### src/cbsb_pkg.sv
// package: constants and carrier types for the bus agent side-band block
// Overview of operation
// - all flops launch and capture on bus clock
// - hold data busy while driving data words
// - drive ecc bits with data, strap-enabled
// - data strobe marks each valid data clock
// - open-drain fp error when unmasked error
// - flush writes back modified, then invalidates
// - flush acknowledge transaction after flush done
// - sample flush input at reset release
// - latch ratio select only in deep sleep
// - snoop stall drives hit and snoop_hit_modified together
// - internal error held until handled or init
// - ignore-error continues fp unless ne set
// - soft init resets integer state, restarts
// - keep snooping while soft init asserted
// - soft init at reset release runs self test
// - maskable irq when flag set, one ack
// - local irq pins act as irq, nmi
// - lock held first through last transaction
// - nmi uses internal vector, no acknowledge
// - nmi rising edge, one pending during handler
package cbsb_pkg;
  localparam int          CBSB_DATA_W     = 64;
  localparam int          CBSB_ECC_W      = 8;
  localparam logic [7:0]  CBSB_NMI_VECTOR = 8'h02;
  localparam int          CBSB_LINES      = 8;

  typedef struct packed {
    logic [CBSB_DATA_W-1:0] data;
    logic [CBSB_ECC_W-1:0]  ecc;
  } cbsb_beat_t;

  typedef enum logic [3:0] {
    CBSB_TX_NONE  = 4'h0,
    CBSB_TX_IRQ_ACKNOWLEDGE_CYCLE  = 4'h1,
    CBSB_TX_FLACK = 4'h2,
    CBSB_TX_SHUT  = 4'h3,
    CBSB_TX_WBACK = 4'h4
  } cbsb_txn_t;

  typedef enum logic [3:0] {
    CBSB_FL_IDLE = 4'b0001,
    CBSB_FL_WB   = 4'b0010,
    CBSB_FL_INV  = 4'b0100,
    CBSB_FL_ACK  = 4'b1000
  } cbsb_flush_st_t;
endpackage

### src/cbsb_agent.sv
// module: side-band and data-phase logic of the bus agent
`timescale 1ns/1ps
module cbsb_agent
  import cbsb_pkg::*;
#(
  parameter int LINES = cbsb_pkg::CBSB_LINES
) (
  input  wire logic                   clock,
  input  wire logic                   rst_n,
  // data source (user side)
  input  wire cbsb_pkg::cbsb_beat_t   beat_in,
  input  wire logic                   beat_valid,
  output logic                        beat_ready,
  input  wire logic                   beat_last,
  // bus data phase
  output cbsb_pkg::cbsb_beat_t        bus_beat,
  output logic                        data_valid_strobe,
  output logic                        data_bus_busy,
  input  wire logic                   bus_stall,
  input  wire logic                   defer_response,
  // snoop
  input  wire logic                   snoop_req,
  input  wire logic                   snoop_stall_req,
  output logic                        snoop_hit,
  output logic                        snoop_hit_modified,
  // lock
  input  wire logic                   atomic_start,
  input  wire logic                   atomic_end,
  output logic                        atomic_lock,
  // special transactions
  output cbsb_pkg::cbsb_txn_t         bus_txn,
  output logic                        bus_txn_valid,
  // side-band pins
  input  wire logic                   cache_flush_in,
  input  wire logic                   soft_init_in,
  input  wire logic                   maskable_irq_in,
  input  wire logic                   nonmaskable_irq_in,
  input  wire logic [1:0]             local_irq_in,
  input  wire logic                   local_irq_ctrl_en,
  input  wire logic                   ratio_select_in,
  input  wire logic                   deep_sleep,
  input  wire logic                   clock_restart,
  input  wire logic                   bus_init,
  input  wire logic                   ignore_fp_error_in,
  input  wire logic                   numeric_error_enable_bit,
  input  wire logic                   fp_error_event,
  input  wire logic                   fp_error_masked,
  input  wire logic                   fp_instr,
  input  wire logic                   internal_error_event,
  input  wire logic                   error_handled,
  input  wire logic                   interrupt_flag_bit,
  input  wire logic                   instr_done,
  input  wire logic                   interrupt_return_instr,
  output logic                        fp_error_out,
  output logic                        fp_error_oe,
  output logic                        internal_error_out,
  output logic                        internal_error_oe,
  output logic                        fp_freeze,
  output logic                        ratio_sel_reg,
  output logic                        flush_strap,
  output logic                        ecc_enable,
  output logic                        self_test_run,
  output logic                        int_regs_reset,
  output logic [7:0]                  irq_vector,
  output logic                        irq_taken
);
  import cbsb_pkg::*;

  ////////////////////////////////////////////////////////////////////////////
  // two-flop synchronisers for pin inputs
  logic [6:0] s1_reg;
  logic [6:0] s2_reg;
  logic [6:0] pins;
  assign pins = {cache_flush_in, soft_init_in, maskable_irq_in,
                 nonmaskable_irq_in, local_irq_in, ratio_select_in};
  always_ff @(posedge clock) begin
    s1_reg <= pins;
    s2_reg <= s1_reg;
  end
  logic flush_s, init_s, irq_s, nmi_pin_s, ratio_s;
  logic [1:0] lint_s;
  assign {flush_s, init_s, irq_s, nmi_pin_s, lint_s, ratio_s} = s2_reg;
  logic irq_src, nmi_src;
  assign irq_src = local_irq_ctrl_en ? irq_s : lint_s[0];
  assign nmi_src = local_irq_ctrl_en ? nmi_pin_s : lint_s[1];

  ////////////////////////////////////////////////////////////////////////////
  // power-on straps caught on the first clock after reset release
  logic rst_d_reg;
  always_ff @(posedge clock) begin
    rst_d_reg <= rst_n;
  end
  always_ff @(posedge clock) begin
    if (!rst_n) begin
      flush_strap   <= 1'b0;
      ecc_enable    <= 1'b0;
      self_test_run <= 1'b0;
    end else if (!rst_d_reg) begin
      flush_strap   <= flush_s;
      ecc_enable    <= flush_s;
      self_test_run <= init_s;
    end else begin
      self_test_run <= 1'b0;
    end
  end

  ////////////////////////////////////////////////////////////////////////////
  // two-entry skid buffer feeding the data phase
  cbsb_beat_t buf_reg [2];
  logic [1:0] last_reg;
  logic [1:0] cnt_reg;
  logic       rd_reg, wr_reg;
  logic       push, pop;
  assign push = beat_valid && beat_ready;
  assign pop  = (cnt_reg != 2'h0) && !bus_stall;
  always_ff @(posedge clock) begin
    if (!rst_n) begin
      cnt_reg <= 2'h0;
      rd_reg  <= 1'b0;
      wr_reg  <= 1'b0;
    end else begin
      if (push) begin
        buf_reg[wr_reg]  <= beat_in;
        last_reg[wr_reg] <= beat_last;
        wr_reg           <= ~wr_reg;
      end
      if (pop) rd_reg <= ~rd_reg;
      cnt_reg <= cnt_reg + {1'b0, push} - {1'b0, pop};
    end
  end
  always_ff @(posedge clock) begin
    if (!rst_n) beat_ready <= 1'b1;
    else beat_ready <= (cnt_reg + {1'b0, push} - {1'b0, pop}) < 2'h2;
  end

  // strobe only on beats carrying data; busy spans the whole burst
  logic burst_reg;
  always_ff @(posedge clock) begin
    if (!rst_n) begin
      bus_beat          <= '0;
      data_valid_strobe <= 1'b0;
      data_bus_busy     <= 1'b0;
      burst_reg         <= 1'b0;
    end else begin
      data_valid_strobe <= pop;
      if (pop) bus_beat <= buf_reg[rd_reg];
      if (pop && last_reg[rd_reg]) burst_reg <= 1'b0;
      else if (pop || cnt_reg != 2'h0) burst_reg <= 1'b1;
      data_bus_busy <= pop || (burst_reg && !(pop && last_reg[rd_reg]));
    end
  end

  ////////////////////////////////////////////////////////////////////////////
  // snoop: answer even during soft init; stall asserts both lines
  always_ff @(posedge clock) begin
    if (!rst_n) begin
      snoop_hit          <= 1'b0;
      snoop_hit_modified <= 1'b0;
    end else begin
      snoop_hit          <= snoop_req && snoop_stall_req;
      snoop_hit_modified <= snoop_req && snoop_stall_req;
    end
  end

  // lock from first to last transaction; defer does not drop it
  always_ff @(posedge clock) begin
    if (!rst_n) atomic_lock <= 1'b0;
    else if (atomic_start) atomic_lock <= 1'b1;
    else if (atomic_end) atomic_lock <= 1'b0;
  end

  ////////////////////////////////////////////////////////////////////////////
  // flush engine, one line per clock
  cbsb_flush_st_t fl_reg;
  logic [$clog2(LINES)-1:0] line_reg;
  logic flush_d_reg;
  logic fl_req;
  assign fl_req = flush_s && !flush_d_reg;
  always_ff @(posedge clock) begin
    if (!rst_n) flush_d_reg <= 1'b0;
    else flush_d_reg <= flush_s;
  end
  always_ff @(posedge clock) begin
    if (!rst_n) begin
      fl_reg   <= CBSB_FL_IDLE;
      line_reg <= '0;
    end else begin
      unique case (fl_reg)
        CBSB_FL_IDLE: if (fl_req) fl_reg <= CBSB_FL_WB;
        CBSB_FL_WB: begin
          line_reg <= line_reg + 1'b1;
          if (line_reg == ($clog2(LINES))'(LINES - 1)) fl_reg <= CBSB_FL_INV;
        end
        CBSB_FL_INV: fl_reg <= CBSB_FL_ACK;
        CBSB_FL_ACK: fl_reg <= CBSB_FL_IDLE;
        default: fl_reg <= CBSB_FL_IDLE;
      endcase
    end
  end

  ////////////////////////////////////////////////////////////////////////////
  // interrupts
  logic nmi_d_reg, nmi_pend_reg, in_nmi_reg, internal_error_out_d_reg;
  logic nmi_rise, take_nmi, take_irq;
  assign nmi_rise = nmi_src && !nmi_d_reg;
  assign take_nmi = instr_done && !in_nmi_reg && (nmi_rise || nmi_pend_reg);
  // a colliding flush ack or shutdown wins; the source holds its request
  assign take_irq = instr_done && !take_nmi && interrupt_flag_bit
                    && irq_src && !init_s && fl_reg != CBSB_FL_ACK
                    && !(internal_error_out && !internal_error_out_d_reg);
  always_ff @(posedge clock) begin
    if (!rst_n) begin
      nmi_d_reg    <= 1'b0;
      nmi_pend_reg <= 1'b0;
      in_nmi_reg   <= 1'b0;
      irq_vector   <= '0;
      irq_taken    <= 1'b0;
    end else begin
      nmi_d_reg <= nmi_src;
      irq_taken <= take_nmi || take_irq;
      if (take_nmi) begin
        in_nmi_reg   <= 1'b1;
        // a fresh edge arriving while a pending one is taken stays pending
        nmi_pend_reg <= nmi_pend_reg && nmi_rise;
        irq_vector   <= CBSB_NMI_VECTOR;
      end else begin
        if (nmi_rise) nmi_pend_reg <= 1'b1;
        if (interrupt_return_instr) in_nmi_reg <= 1'b0;
      end
    end
  end

  // one special transaction per clock; priority flush ack, shutdown, irq_acknowledge_cycle
  always_ff @(posedge clock) begin
    if (!rst_n) begin
      bus_txn       <= CBSB_TX_NONE;
      bus_txn_valid <= 1'b0;
      internal_error_out_d_reg    <= 1'b0;
    end else begin
      // a shutdown blocked by a flush ack goes out on the next clock
      if (fl_reg != CBSB_FL_ACK) internal_error_out_d_reg <= internal_error_out;
      bus_txn_valid <= 1'b1;
      if (fl_reg == CBSB_FL_ACK) bus_txn <= CBSB_TX_FLACK;
      else if (internal_error_out && !internal_error_out_d_reg)
        bus_txn <= CBSB_TX_SHUT;
      else if (take_irq) bus_txn <= CBSB_TX_IRQ_ACKNOWLEDGE_CYCLE;
      else if (fl_reg == CBSB_FL_WB) bus_txn <= CBSB_TX_WBACK;
      else begin
        bus_txn       <= CBSB_TX_NONE;
        bus_txn_valid <= 1'b0;
      end
    end
  end

  ////////////////////////////////////////////////////////////////////////////
  // errors, fp control, soft init, ratio
  always_ff @(posedge clock) begin
    if (!rst_n) begin
      internal_error_out <= 1'b0;
      internal_error_oe  <= 1'b0;
    end else if (internal_error_event) begin
      internal_error_out <= 1'b1;
      internal_error_oe  <= 1'b1;
    end else if (error_handled || bus_init || init_s) begin
      internal_error_out <= 1'b0;
      internal_error_oe  <= 1'b0;
    end
  end
  logic fp_pend_reg;
  always_ff @(posedge clock) begin
    if (!rst_n) begin
      fp_pend_reg  <= 1'b0;
      fp_error_out <= 1'b0;
      fp_error_oe  <= 1'b0;
      fp_freeze    <= 1'b0;
    end else begin
      if (fp_error_event && !fp_error_masked) fp_pend_reg <= 1'b1;
      else if (error_handled) fp_pend_reg <= 1'b0;
      fp_error_out <= fp_pend_reg;
      fp_error_oe  <= fp_pend_reg;
      fp_freeze    <= fp_pend_reg && fp_instr && !numeric_error_enable_bit
                      && !ignore_fp_error_in;
    end
  end
  always_ff @(posedge clock) begin
    if (!rst_n) begin
      int_regs_reset <= 1'b0;
      ratio_sel_reg  <= 1'b0;
    end else begin
      int_regs_reset <= init_s;
      if (deep_sleep && clock_restart) ratio_sel_reg <= ratio_s;
    end
  end

  ////////////////////////////////////////////////////////////////////////////
  // checks
  AST_STROBE_BUSY: assert property (@(posedge clock) disable iff (!rst_n)
    data_valid_strobe |-> data_bus_busy)
    else $error("strobe without busy");
  AST_STROBE_POP: assert property (@(posedge clock) disable iff (!rst_n)
    pop |=> data_valid_strobe)
    else $error("beat not strobed");
  AST_STALL_PAIR: assert property (@(posedge clock) disable iff (!rst_n)
    snoop_hit == snoop_hit_modified)
    else $error("stall lines differ");
  AST_SNOOP_INIT: assert property (@(posedge clock) disable iff (!rst_n)
    (snoop_req && snoop_stall_req && init_s) |=> snoop_hit)
    else $error("snoop dropped in init");
  AST_FLUSH_ACK: assert property (@(posedge clock) disable iff (!rst_n)
    fl_reg == CBSB_FL_INV |=> ##1 bus_txn == CBSB_TX_FLACK)
    else $error("no flush ack");
  AST_INTERNAL_ERROR_OUT_HOLD: assert property (@(posedge clock) disable iff (!rst_n)
    internal_error_out && !error_handled && !bus_init && !init_s
    |=> internal_error_out)
    else $error("internal_error_out dropped");
  AST_NMI_VEC: assert property (@(posedge clock) disable iff (!rst_n)
    take_nmi |=> irq_vector == CBSB_NMI_VECTOR && bus_txn != CBSB_TX_IRQ_ACKNOWLEDGE_CYCLE)
    else $error("nmi vector wrong");
  AST_IRQ_ACKNOWLEDGE_CYCLE_ONE: assert property (@(posedge clock) disable iff (!rst_n)
    take_irq |=> bus_txn == CBSB_TX_IRQ_ACKNOWLEDGE_CYCLE && bus_txn_valid)
    else $error("irq_acknowledge_cycle missing");
  AST_RATIO_HOLD: assert property (@(posedge clock) disable iff (!rst_n)
    !deep_sleep |=> $stable(ratio_sel_reg))
    else $error("ratio changed out of sleep");
  AST_FREEZE_NE: assert property (@(posedge clock) disable iff (!rst_n)
    numeric_error_enable_bit |=> !fp_freeze)
    else $error("freeze with ne set");
  COV_FLUSH: cover property (@(posedge clock) fl_reg == CBSB_FL_ACK);
  COV_NMI_PEND: cover property (@(posedge clock) in_nmi_reg && nmi_rise);
  COV_FULL: cover property (@(posedge clock) cnt_reg == 2'h2 && bus_stall);
  COV_DEFER: cover property (@(posedge clock) defer_response && data_bus_busy);
endmodule

### config.mk
export PLATFORM = sky130hd
export DESIGN_NAME = cbsb_agent
export DESIGN_NICKNAME = d
export VERILOG_FILES = /design/src/cbsb_pkg.sv /design/src/cbsb_agent.sv
export SDC_FILE = /design/constraint.sdc
export NUM_CORES = 1
export LEC_CHECK = 0
export CAP_MARGIN = 20
export CORE_MARGIN = 1
export CORE_UTILIZATION = 50
export DETAILED_ROUTE_END_ITERATION = 10
export DONT_BUFFER_PORTS = 1
export PLACE_DENSITY_LB_ADDON = 0.15
export RECOVER_POWER = 25
export SYNTH_ARGS = -nofsm -noshare
export SYNTH_HDL_FRONTEND = slang
export SYNTH_SLANG_ARGS = --single-unit
### constraint.sdc
create_clock -name clock -period 4.8 [get_ports clock]
set_input_delay 0.48 -clock clock [delete_from_list [all_inputs] [get_ports clock]]
set_output_delay 0.48 -clock clock [all_outputs]
set_load 0.01 [all_outputs]
After elaboration in Yosys (flattened, before gate mapping). Memories as Yosys holds them, arrays and structs flattened. A register that Yosys moved wholly into a read port is not among the register bits. Index checks and enable logic that the tools add are counted.

Reduce and logical (&&, ||, !) cells: 54. $lt $le $gt $ge: 4. Add/sub/neg operators: 3. Equal/unequal tests: 8. Bitwise logic cells: 3. Multiplexer cells: 31.

Operators by type and width (number): $logic_and 1x1->1 (23); $mux 1 (22); $logic_not 1->1 (13); $pmux 4 s3 (1); $reduce_bool 2->1 (6); $mux 4 (2); $logic_or 1x1->1 (6); $mux 2 (3); $reduce_or 2->1 (3); $eq 4x1->1 const B (1); $eq 4x2->1 const B (1); $eq 4x3->1 const B (1); $eq 4x4->1 const B (1); $lt 1x2->1 const B (2); $ne 2x2->1 const B (2); $ne 4x4->1 const B (1); $reduce_and 2->1 (2); $reduce_or 4->1 (1); $add 3x1->3 const B (1); $eq 3x3->1 const B (1); $mux 3 (1); $not 1->1 (3); $add 2x1->2 (1); $bwmux 2 (1); other kinds (4) (4).

Bits in writable memories: 144. Input bits: 103. Output and inout port bits: 102. Flip-flop bits (word level): 53. Logic and storage cells: 138. Memories: 1.

Memories: buf_reg (words 2, bits a word 72, read ports 1, clocked after Yosys merged registers in 1, wr ports 1, RTL line cbsb_agent.sv:109) `cbsb_beat_t buf_reg [2];`.

Logic depth before layout (Yosys ltp). Gate-level depths: netlist (run 1).

Word-level depth: 14. Depth in mapped cells: 9. Gate-level depth less buffers: 6.

Least setup slack after synthesis (run 1). Ideal clock, no wire load.

Path type: input to register. Start: input port rst_n. End: memory buf_reg[0][0] in the netlist's numbering (enable). Arrival: 3888 ps. Required time: 4295 ps. Stages on the path: 3. Setup time: 505 ps. Path buffers: 1. Slack: 407 ps. Cell sequence: clkbuf_1 -> nand3_1 -> nor2_1.

Longest elaborated chain between the ends: 2.

RTL lines: from (decl) (RTL line cbsb_agent.sv:9) `input wire logic rst_n,`; $mux 1 (RTL line cbsb_agent.sv:117) `if (!rst_n) begin`; $mux 1 (not written as such) (RTL line cbsb_agent.sv:123) `buf_reg[wr_reg] <= beat_in;`; to (decl) (RTL line cbsb_agent.sv:109).

Every way passes these cells.

Final worst setup path (run 1).
Start: register cnt_reg[1]. End: register bus_beat[43] (netlist name).

Longest elaborated chain between the ends: 2.

RTL lines: from (decl) (RTL line cbsb_agent.sv:111) `logic [1:0] cnt_reg;`; from (signal assigned) (RTL line cbsb_agent.sv:128) `cnt_reg <= cnt_reg + {1'b0, push} - {1'b0, pop};`; $reduce_bool 2->1 (RTL line cbsb_agent.sv:115) `assign pop = (cnt_reg != 2'h0) && !bus_stall;`; $logic_and 1x1->1 (RTL line cbsb_agent.sv:115).

Every way passes these cells. A chain may end at the register's enable or synchronous reset.

==> results.md, run 1 <==
* H-tree depth at 1
* Period Utilization, post-route at 0.463
* CP arrival at 2660 ps
* CP top delay family: compound AO/OA/AOI/OAI gates
* Worst Hold Path EP: buf_reg[1][32]$_DFFE_PP_
* Minimum clock period after layout at 2220 ps
* Status: finished, final reports clean
* Syn. warnings at 0
* Crit path cell chain: o21ba_4 > buf_4 > nor2_1 > a211oi_1
* Mean Syn Cell Area at approximately 15 um2
* Final-report hold violation count at 0
* CP max FO at 57
* Detail Route Antenna Nets at 0
* Final Slew Violations at 0
* CTS tree: built
* Fmax at 0.449 GHz
* # resized after CTS at 0
* Share of layout cells above drive strength 1 at 0.139
* Hold Path Cell Cnt at 0
* Crit path capture type: register
* Startpoint Class: register
* Post-Place Setup Slack at between 2000 and 2500 ps
* Pin count of the biggest net entering global routing at 74
* Synthesized cell area at between 9000 and 10000 um2
* CTS Buffer Depth at 3
* Post-CTS Hold Buffers at 8
* # DRC at 0
* Internal Pwr Total at 4.23 mW
* Starting Density at 0.513
* RD Place Congestion at 0.687
* Sw Pwr at roughly 1.7 mW
* Max FFs per register at between 100 and 150
* Pwr Total at 5.93 mW
* Slowest-stage cell, CP: o21ba_4
* Core ar. at roughly 19000 um2
* Hold path start: beat_in[32]
* FF-to-FF setup slack at 2580 ps
* Total wire length at 17000 um
* Cells after Synth at 638
* # port buffers at 0
* Synth Flop Type: edfxtp_1
* CTS Sinks at 269
* Antenna violations before repair at 0
* Max-cap viol count at 0
* Vias in the first global route at 5105
* Setup violations, final at 0
* Max-slew headroom at 0.298
* Sw frac at 0.286
* Unrepaired setup endpoints after global routing: no
* Vias per Instance at roughly 5.5
* Seq pwr share at 0.530
* Fillers at ~1500
* DRT iter0 DRCs at 172
* Reg clk slew, reported paths at approximately 60 ps
* PnR worst setup slack at 2580 ps
* Num CTS Buffers at 27
* Final Util at 0.561
* Setup CP Type: reg -> reg
* Cell Pwr Density at 564 nW/um2
* Root buffer cell: clkbuf_16
* Clk_skew at approximately 11 ps
* Worst path buffer plus inverter count at 1
* Placed wire-length estimate at 10200 um
* Chip Height at 141 um
* Seq/Total Area, Yosys at 0.712
* Ports at 205
* Yosys cell types at 47
* Grt ovf at 0
* R2r endpoint: bus_beat[43]$_SDFFE_PN0P_
* Required time of the worst setup path at around 5200 ps
* Die Width at 141 um
* Avg WL per Cell at 19.1 um
* First-pass GRT wire length at between 20000 and 30000 um
* Logic gate share of total power at 0.156
* Worst hold path type: in -> reg
* Final nets at 744
* Total negative slack at 0 ps
* Die area at approximately 20000 um2
* DRT Pass-1 Iters at 4
* Peak supply drop at 442 uV
* Worst-Skew Late Latency at approximately 530 ps
* Synth Register Bits at 269
* Synth-to-Final Area Change at 9.38%
* All-layer global routing usage at 0.173
* Number of cell rows at 50
* Clk pwr share at 0.314
* Asr flop ratio synth at 0
* Worst-margin pin slew at ~1100 ps
* FF-to-FF Start: cnt_reg[1]$_SDFF_PN0_
* Number of diodes at 0
* CP peak stage delay at 740 ps
* EDFF count, synth at 146
* Leakage at 3.47 nW
* Post-CTS Setup Inserts at 0
* Reg2Reg Depth at 4
* Vias at 4861
==> Yosys cell counts, drive strengths merged, types with 4 or more instances <==
library cell / count / area, um2
dfxtp: 123 / 2460
nor4b: 4 / 56.3
a211oi: 72 / 741
edfxtp: 146 / 4380
and2: 7 / 43.8
o31ai: 4 / 35.0
ha: 4 / 50.1
clkbuf: 9 / 41.3
xnor2: 6 / 52.6
inv: 5 / 18.8
buf: 42 / 317
nor2: 91 / 344
a21oi: 7 / 35.0
mux2i: 76 / 761
nand2: 8 / 30.0
==> worst reg2reg max path, stage by stage, from the launching register on <==
cell and delay [ps]:
dfxtp_1 390, o21ba_4 740, buf_4 650, nor2_1 120
a211oi_1 240
==> stage by stage <==
step / instances / area (um2) / hold WS, ps
2_1_floorplan: 645 / 9650 / 310
3_3_place_gp: 834 / 9650 / 311
3_5_place_dp: 834 / 9650 / 314
4_1_cts: 891 / 10500 / 15.0
5_1_grt: 891 / 10500 / 7.37
6_report: 891 / 10500 / 42.2
==> power groups by stage <==
| stage | sequential [mW] | combinational (mW) | clock (mW) |
|---|---|---|---|
| after global placement | 3.19 | 0.896 | 0 |
| after floorplan | 3.04 | 0.926 | 0 |
| after global routing | 3.18 | 1.04 | 2.02 |
| after detailed placement | 3.20 | 0.933 | 0 |
| final | 3.14 | 0.925 | 1.86 |
| after CTS | 3.15 | 0.942 | 1.92 |
==> placed cells by master (no fill, tap or decap), types with 2 or more instances in the layout <==
cell,Yosys,layout
nand2_1,8,8
o31ai_1,3,3
ha_1,4,4
nor2_4,0,2
and3_1,2,2
edfxtp_1,146,146
nor2b_1,3,3
nor4b_1,2,2
mux2i_1,76,76
clkinv_1,1,3
dfxtp_1,123,122
a211oi_2,40,40
o21a_1,3,3
dlygate4sd3_1,0,8
a21oi_1,7,7
nand2b_1,3,3
nor2_1,90,88
nor3b_1,3,3
clkbuf_16,0,27
clkbuf_1,7,14
inv_1,5,5
xnor2_1,6,6
conb_1,1,8
clkinv_2,0,3
nand3_1,3,3
buf_4,21,6
and2_1,7,7
a211oi_1,32,32
==> cell type report <==
type,instances,area (um2),area share
flip-flops and latches,269,6850,0.651
multi-input cells,319,2440,0.232
clock buffers,42,742,0.0705
well taps,234,293,0.0278
repair buffers,14,125,0.0119
clock inverters,7,46.3,0.00440
inverters,6,25.0,0.00238
==> cell families (layout without fill, tap and decap cells) <==
group,Yosys count,in the layout,synth area share
buf+inv,57,69,0.0395
fa+ha+maj,4,4,0.00520
compound gates,92,92,0.0922
simple gates,131,131,0.0636
mux,78,78,0.0818
other cells,1,8,0.000390
xor+xnor,6,6,0.00546
flops,269,269,0.712
==> worst max path at each step <==
stage                     startpoint                   endpoint  slack (ps)  depth (start not counted)
2_1_floorplan                  rst_n    buf_reg[0][0]$_DFFE_PP_         410                          3
3_3_place_gp               bus_stall  bus_beat[34]$_SDFFE_PN0P_        2500                          4
3_5_place_dp               bus_stall  bus_beat[40]$_SDFFE_PN0P_        2390                          4
4_1_cts        cnt_reg[1]$_SDFF_PN0_  bus_beat[40]$_SDFFE_PN0P_        2530                          4
5_1_grt        cnt_reg[1]$_SDFF_PN0_  bus_beat[40]$_SDFFE_PN0P_        2390                          4
6_report       cnt_reg[1]$_SDFF_PN0_  bus_beat[43]$_SDFFE_PN0P_        2580                          4
==> per-layer routing <==
metal / global-route usage / wire (um)
met5: 0 / 0
met4: 0.0492 / 322
met3: 0.0598 / 1460
met2: 0.303 / 8530
met1: 0.202 / 6680
Power figures use the tool's default switching activity.
==> inputs of run 2 (changes only) <==
- ABC_AREA: default -> 1
- clock period: 4.8 -> 2.1 ns (I/O delays scaled with it)
==> results.md, run 2 <==
* Status: finished, final reports clean (unchanged)
* Leakage at 4.19 nW (was 3.47 nW)
* Total negative slack at 0 ps (unchanged)
* CTS Sinks at 269 (unchanged)
* Setup violations, final at 0 (unchanged)
* Max-cap viol count at 0 (unchanged)
* Minimum clock period after layout at 1640 ps
* CTS tree: built (unchanged)
* Final Util at 0.626 (was 0.561)
* Peak supply drop at 954 uV (was 442 uV)
* Routed wl met2 at 9760 um (was 8530 um)
* Post-synth top area cell: edfxtp_1 (unchanged)
* CTS Buffer Depth at 3 (unchanged)
* Final-report hold violation count at 0 (unchanged)
* Reg clk slew, reported paths at 60 ps (about the same)
* Top-area cell type share of the netlist area at 0.480 (was 0.456)
* Crit path capture type: register (unchanged)
* Ports at 205 (unchanged)
* # port buffers at 0 (unchanged)
* Pwr Total at 14.0 mW (was 5.93 mW)
* RD Place Congestion at 0.768 (was 0.687)
* Number of diodes at 0 (unchanged)
* Routed length on met1 at 6960 um (was 6680 um)
* R2r endpoint: cnt_reg[1]$_SDFF_PN0_ (was bus_beat[43]$_SDFFE_PN0P_)
* Highest routing layer actually used: met4 (unchanged)
* Avg WL per Cell at 17.2 um (was 19.1 um)
* Root buffer cell: clkbuf_16 (unchanged)
* Grt ovf at 0 (unchanged)
* Yosys cell types at 30 (was 47)
* Vias at 5744 (was 4861)
* Detail Route Antenna Nets at 0 (unchanged)
* Slowest-stage cell, CP: dlygate4sd3_1 (was o21ba_4)
* Reg2Reg Depth at 8 (was 4)
* Fillers at 1354 (was 1454)
* Placed wire-length estimate at 10000 um (was 10200 um)
* Cell with the most instances after synthesis: nand2_1 (was edfxtp_1)
* Clk pwr share at 0.348 (was 0.314)
* Pin count of the biggest net entering global routing at 149 (was 74)
* CP max FO at 2 (was 57)
* DRT Pass-1 Iters at 6 (was 4)
* Final nets at 942 (was 744)
* Synth Register Bits at 269 (unchanged)
* Fmax at 0.611 GHz
* Cell Pwr Density at 1250 nW/um2 (was 564 nW/um2)
* CP peak stage delay at 570 ps (was 740 ps)
* Worst-margin pin slew at 583 ps (was 1050 ps)
* Dpl cell area at 9280 um2 (was 9650 um2)
* Synth Area in Adders at 0.00548 (was 0.00520)
* Synth area leaders: edfxtp_1 (48%), dfxtp_1 (27%), nand2_1 (7.2%), a31oi_1 (4.9%), o21ai_0 (2.4%) (was edfxtp_1 (46%), dfxtp_1 (26%), mux2i_1 (7.9%), a211oi_2 (5.2%), nor2_1 (3.5%))
* Synth Area in XOR/XNOR at 0.000959 (was 0.00546)
* First-pass GRT wire length at 28600 um (was 26900 um)
* H-tree depth at 1 (unchanged)
* Setup CP Type: in -> reg (was reg -> reg)
* # DRC at 0 (unchanged)
* WHS at 6.19 ps (was 42.2 ps)
* Cell count after placement at 935 (was 834)
* Starting Density at 0.510 (was 0.513)
* Internal Pwr Total at 10.0 mW (was 4.23 mW)
* Design area at 11200 um2 (was 10500 um2)
* Compound-gate portion of the synthesized area at 0.102 (was 0.0922)
* Synthesized cell area at 9130 um2 (was 9620 um2)
* Met3 WL at 1550 um (was 1460 um)
* Seq/Total Area, Yosys at 0.750 (was 0.712)
* Die area at 18800 um2 (was 19800 um2)
* Cells after Synth at 746 (was 638)
* CP top delay family: buffers and inverters (was compound AO/OA/AOI/OAI gates)
* Area share of and/or/nand/nor cells after synthesis at 0.0966 (was 0.0636)
* Sw Pwr at 3.94 mW (was 1.70 mW)
* Max-slew headroom at 0.611 (was 0.298)
* PnR worst setup slack at 464 ps (was 2580 ps)
* Chip Height at 137 um (was 141 um)
* EDFF count, synth at 146 (unchanged)
* Die Width at 137 um (was 141 um)
* Vias per Instance at 5.29 (was 5.46)
* Asr flop ratio synth at 0 (unchanged)
* Critical path depth at 6 (was 4)
* Max FFs per register at 144 (unchanged)
* Post-synthesis mux area share at 0 (was 0.0818)
* Most common cell after layout, fill and taps aside: nand2_1 (was edfxtp_1)
* Share of layout cells above drive strength 1 at 0.0678 (was 0.139)
* All-layer global routing usage at 0.197 (was 0.173)
* Hold Path Cell Cnt at 1 (was 0)
* Worst hold path type: in -> reg (unchanged)
* Total wire length at 18700 um (was 17000 um)
* Vias in the first global route at 5709 (was 5105)
* Period Utilization, post-route at 0.779
* CP arrival at 2110 ps (was 2660 ps)
* Seq pwr share at 0.509 (was 0.530)
* Synth Flop Type: edfxtp_1 (unchanged)
* Syn. warnings at 0 (unchanged)
* Startpoint Class: input pin (was register)
* Mean Syn Cell Area at 12.2 um2 (was 15.1 um2)
* Logic gate share of total power at 0.144 (was 0.156)
* Largest family of logic cells by synthesized area: compound AO/OA/AOI/OAI gates (unchanged)
* Final Slew Violations at 0 (unchanged)
* Number of cell rows at 49 (was 50)
* Synth-to-Final Area Change at 22.8% (was 9.38%)
* DRT iter0 DRCs at 285 (was 172)
* Crit path cell chain: dlygate4sd3_1 > nand2_1 > dlygate4sd3_1 > nand2_1 > a21oi_1 > dlygate4sd3_1 (was o21ba_4 > buf_4 > nor2_1 > a211oi_1)
* Post-Place Setup Slack at 488 ps (was 2390 ps)
* Antenna violations before repair at 0 (unchanged)
* Worst-Skew Late Latency at 530 ps (about the same)
* Sw frac at 0.282 (was 0.286)
* Fin cells at 1085 (was 891)
* Commonest non-fill, non-tap cells in the layout: nand2_1 (175), edfxtp_1 (146), dfxtp_1 (121) (was edfxtp_1 (146), dfxtp_1 (122), nor2_1 (88))
* Required time of the worst setup path at 2580 ps (was 5230 ps)
* Synth top cells by count: nand2_1 (176), edfxtp_1 (146), dfxtp_1 (123) (was edfxtp_1 (146), dfxtp_1 (123), nor2_1 (90))
* Clk_skew at 11.0 ps (was 10.8 ps)
* Unrepaired setup endpoints after global routing: no (unchanged)
* FF-to-FF setup slack at 480 ps (was 2580 ps)
* Crit path from: clock_restart (was cnt_reg[1]$_SDFF_PN0_)
* Worst path buffer plus inverter count at 3 (was 1)
* Setup crit end: ratio_sel_reg$_SDFFE_PN0P_ (was bus_beat[43]$_SDFFE_PN0P_)
* Num CTS Buffers at 28 (was 27)
* FF-to-FF Start: cnt_reg[1]$_SDFF_PN0_ (unchanged)
* Core ar. at 17900 um2 (was 18800 um2)
* Most frequent CP cell: dlygate4sd3_1
[run 2: changes by cell type after synthesis, moves of 19 or more]
cell,change
nand2_1,+168
a211oi_1,-32
mux2i_1,-76
inv_1,+19
nor2_1,-62
o21ai_1,+35
a211oi_2,-40
o21ai_0,+42
a31oi_1,+72
[run 2: layer usage]
metal,vias up,track usage
met2,204,0.357
met3,34,0.0619
met1,2720,0.216
met4,0,0.0678
li1,2786,-
met5,-,0
[run 2: power groups by stage]
stage | Sequential (mW) | Clock (mW) | Combinational, mW
floorplan | 7.04 | 0 | 1.51
global placement | 7.21 | 0 | 1.74
detailed placement | 7.22 | 0 | 1.82
CTS | 7.12 | 4.94 | 2.03
global route | 7.21 | 5.16 | 2.29
finish | 7.11 | 4.86 | 2.01
[run 2: final cells by class]
class | count | area (um2) | share of cell area
timing repair buffer | 106 | 1120 | 0.100
inverter | 26 | 110 | 0.00982
tap | 229 | 287 | 0.0256
clock buffer | 44 | 822 | 0.0733
clock inverter | 7 | 97.6 | 0.00871
sequential | 269 | 6850 | 0.611
multi-input combinational | 404 | 1920 | 0.171
[run 2: worst min path at each step]
| stage | startpoint | end | slack (ps) |
|---|---|---|---|
| 6_report | rst_n | rst_d_reg$_DFF_P_ | 6 |
| 5_1_grt | rst_n | rst_d_reg$_DFF_P_ | 20 |
| 4_1_cts | instr_done | irq_taken$_SDFF_PN0_ | 6 |
| 3_5_place_dp | local_irq_in[0] | s1_reg[1]$_DFF_P_ | 240 |
| 3_3_place_gp | local_irq_in[1] | s1_reg[2]$_DFF_P_ | 240 |
| 2_1_floorplan | rst_n | rst_d_reg$_DFF_P_ | 240 |
[run 2: logic make-up after synthesis]
group | count (synthesis)
simple gates | 224
compound gates | 167
buf+inv | 80
flops | 269
other cells | 1
xor+xnor | 1
fa+ha+maj | 4
[run 2: what timing repair did]
item                      in CTS  in global routing
hold endpoints to repair     262                  0
hold buffers                  99                  0
buffers inserted               0                  0
resized for setup              0                  0
==> inputs of run 3 (changes only) <==
- clock period: 2.1 -> 1.5 ns (I/O delays scaled with it)
==> results.md, run 3 (synthesis results as in run 2) <==
* Placed wire-length estimate at 10500 um (was 10000 um)
* WHS at 6.48 ps (was 6.19 ps)
* Final nets at 947 (was 942)
* Peak supply drop at 1490 uV (was 954 uV)
* PnR worst setup slack at 30.8 ps (was 464 ps)
* Worst hold path type: in -> reg (unchanged)
* Ports at 205 (unchanged)
* CP max FO at 3 (was 2)
* Pin count of the biggest net entering global routing at 149 (unchanged)
* Pwr Total at 19.3 mW (was 14.0 mW)
* Crit path capture type: register (unchanged)
* Status: finished, final reports clean (unchanged)
* Final Util at 0.631 (was 0.626)
* Grt ovf at 0 (unchanged)
* CTS Sinks at 269 (unchanged)
* Worst-Skew Late Latency at 520 ps (was 530 ps)
* # port buffers at 0 (unchanged)
* H-tree depth at 1 (unchanged)
* Fillers at 1324 (was 1354)
* Vias in the first global route at 5580 (was 5709)
* Minimum clock period after layout at between 1000 and 1500 ps
* Max-cap viol count at 0 (unchanged)
* Setup violations, final at 0 (unchanged)
* Share of layout cells above drive strength 1 at 0.0802 (was 0.0678)
* Sw frac at 0.288 (was 0.282)
* Detail Route Antenna Nets at 0 (unchanged)
* Max FFs per register at 144 (unchanged)
* # DRC at 0 (unchanged)
* Area occupied by multi-input gates at 1960 um2 (was 1920 um2)
* Root buffer cell: clkbuf_16 (unchanged)
* Total negative slack at 0 ps (unchanged)
* Synth-to-Final Area Change at 23.6% (was 22.8%)
* Chip Height at 137 um (unchanged)
* Post-Place Setup Slack at 29.5 ps (was 488 ps)
* Avg WL per Cell at 17.6 um (was 17.2 um)
* Setup CP Type: reg -> reg (was in -> reg)
* Most common cell after layout, fill and taps aside: nand2_1 (unchanged)
* Vias at 5848 (was 5744)
* Core ar. at 17900 um2 (unchanged)
* All-layer global routing usage at 0.192 (was 0.197)
* Commonest non-fill, non-tap cells in the layout: nand2_1 (174), edfxtp_1 (146), dfxtp_1 (119) (was nand2_1 (175), edfxtp_1 (146), dfxtp_1 (121))
* Startpoint Class: register (was input pin)
* Reg2Reg Depth at 8 (unchanged)
* Reg clk slew, reported paths at 60 ps (about the same)
* Starting Density at 0.510 (unchanged)
* RD Place Congestion at 0.777 (was 0.768)
* Period Utilization, post-route at 0.979
* Fmax at 0.681 GHz
* Hold Path Cell Cnt at 6 (was 1)
* Die Width at 137 um (unchanged)
* Required time of the worst setup path at 1900 ps (was 2580 ps)
* Num CTS Buffers at 27 (was 28)
* Storage cell area at 6850 um2 (about the same)
* Clk_skew at 11.2 ps (was 11.0 ps)
* Leakage at 4.20 nW (was 4.19 nW)
* Vias per Instance at 5.36 (was 5.29)
* Number of cell rows at 49 (unchanged)
* Final Slew Violations at 0 (unchanged)
* First-pass GRT wire length at 27800 um (was 28600 um)
* Seq pwr share at 0.518 (was 0.509)
* Logic gate share of total power at 0.160 (was 0.144)
* CTS Buffer Depth at 3 (unchanged)
* DRT Pass-1 Iters at 4 (was 6)
* Die area at 18800 um2 (unchanged)
* CP arrival at 1870 ps (was 2110 ps)
* Final-report hold violation count at 0 (unchanged)
* Unrepaired setup endpoints after global routing: yes (was no)
* Clk pwr share at 0.322 (was 0.348)
* Sw Pwr at 5.55 mW (was 3.94 mW)
* DRT iter0 DRCs at 282 (was 285)
* Antenna violations before repair at 3 (was 0)
* CTS tree: built (unchanged)
* Cell Pwr Density at 1710 nW/um2 (was 1250 nW/um2)
* Internal Pwr Total at 13.7 mW (was 10.0 mW)
* Total wire length at 19200 um (was 18700 um)
-- run 3: final timing paths --
check | startpoint | end | slack, ps
min reg2reg | s1_reg[2]$_DFF_P_ | s2_reg[2]$_DFF_P_ | 330
max | cnt_reg[0]$_SDFF_PN0_ | cnt_reg[1]$_SDFF_PN0_ | 30
min | local_irq_ctrl_en | irq_taken$_SDFF_PN0_ | 6
max reg2reg | cnt_reg[0]$_SDFF_PN0_ | cnt_reg[1]$_SDFF_PN0_ | 30
-- run 3: what timing repair did --
item / 4_1_cts / 5_1_grt
endpoints found under the hold margin: 262 / 0
resized for setup: 0 / 9
endpoints found under the setup margin: 0 / 41
setup buffers: 0 / 0
hold buffers: 101 / 0
-- run 3: layout make-up --
cell class              instances  area share
multi-input cells             404       0.174
diodes                          3    0.000665
clock inverters                 3     0.00133
inverters                      26     0.00975
well taps                     229      0.0254
clock buffers                  46      0.0716
repair buffers                112       0.111
flip-flops and latches        269       0.607
-- run 3: per-stage QoR --
stage | instance area (um2) | cells
2_1_floorplan | 9270 | 753
3_3_place_gp | 9400 | 939
3_5_place_dp | 9400 | 939
4_1_cts | 11300 | 1089
5_1_grt | 11300 | 1090
6_report | 11300 | 1092
-- run 3: power by group through the flow --
stage / combinational [mW] / clock (mW) / sequential [mW]
floorplan: 2.18 / 0 / 9.89
global placement: 2.55 / 0 / 10.1
detailed placement: 2.66 / 0 / 10.1
CTS: 2.95 / 6.31 / 10.0
global route: 3.40 / 6.61 / 10.1
finish: 3.08 / 6.21 / 9.98
-- run 3: per-layer routing --
layer / track usage / wire (um)
met1: 0.211 / 7410
met2: 0.340 / 9780
met3: 0.0693 / 1580
met4: 0.0659 / 455
met5: 0 / 0
-- run 3: critical path, cell delays in order, from the launching register on --
cell and delay [ps]:
dfxtp_2 340, nor2_4 120, nor2_4 70, ha_1 280, inv_1 40, ha_2 170
or2_4 240, nand3_2 60, inv_1 50
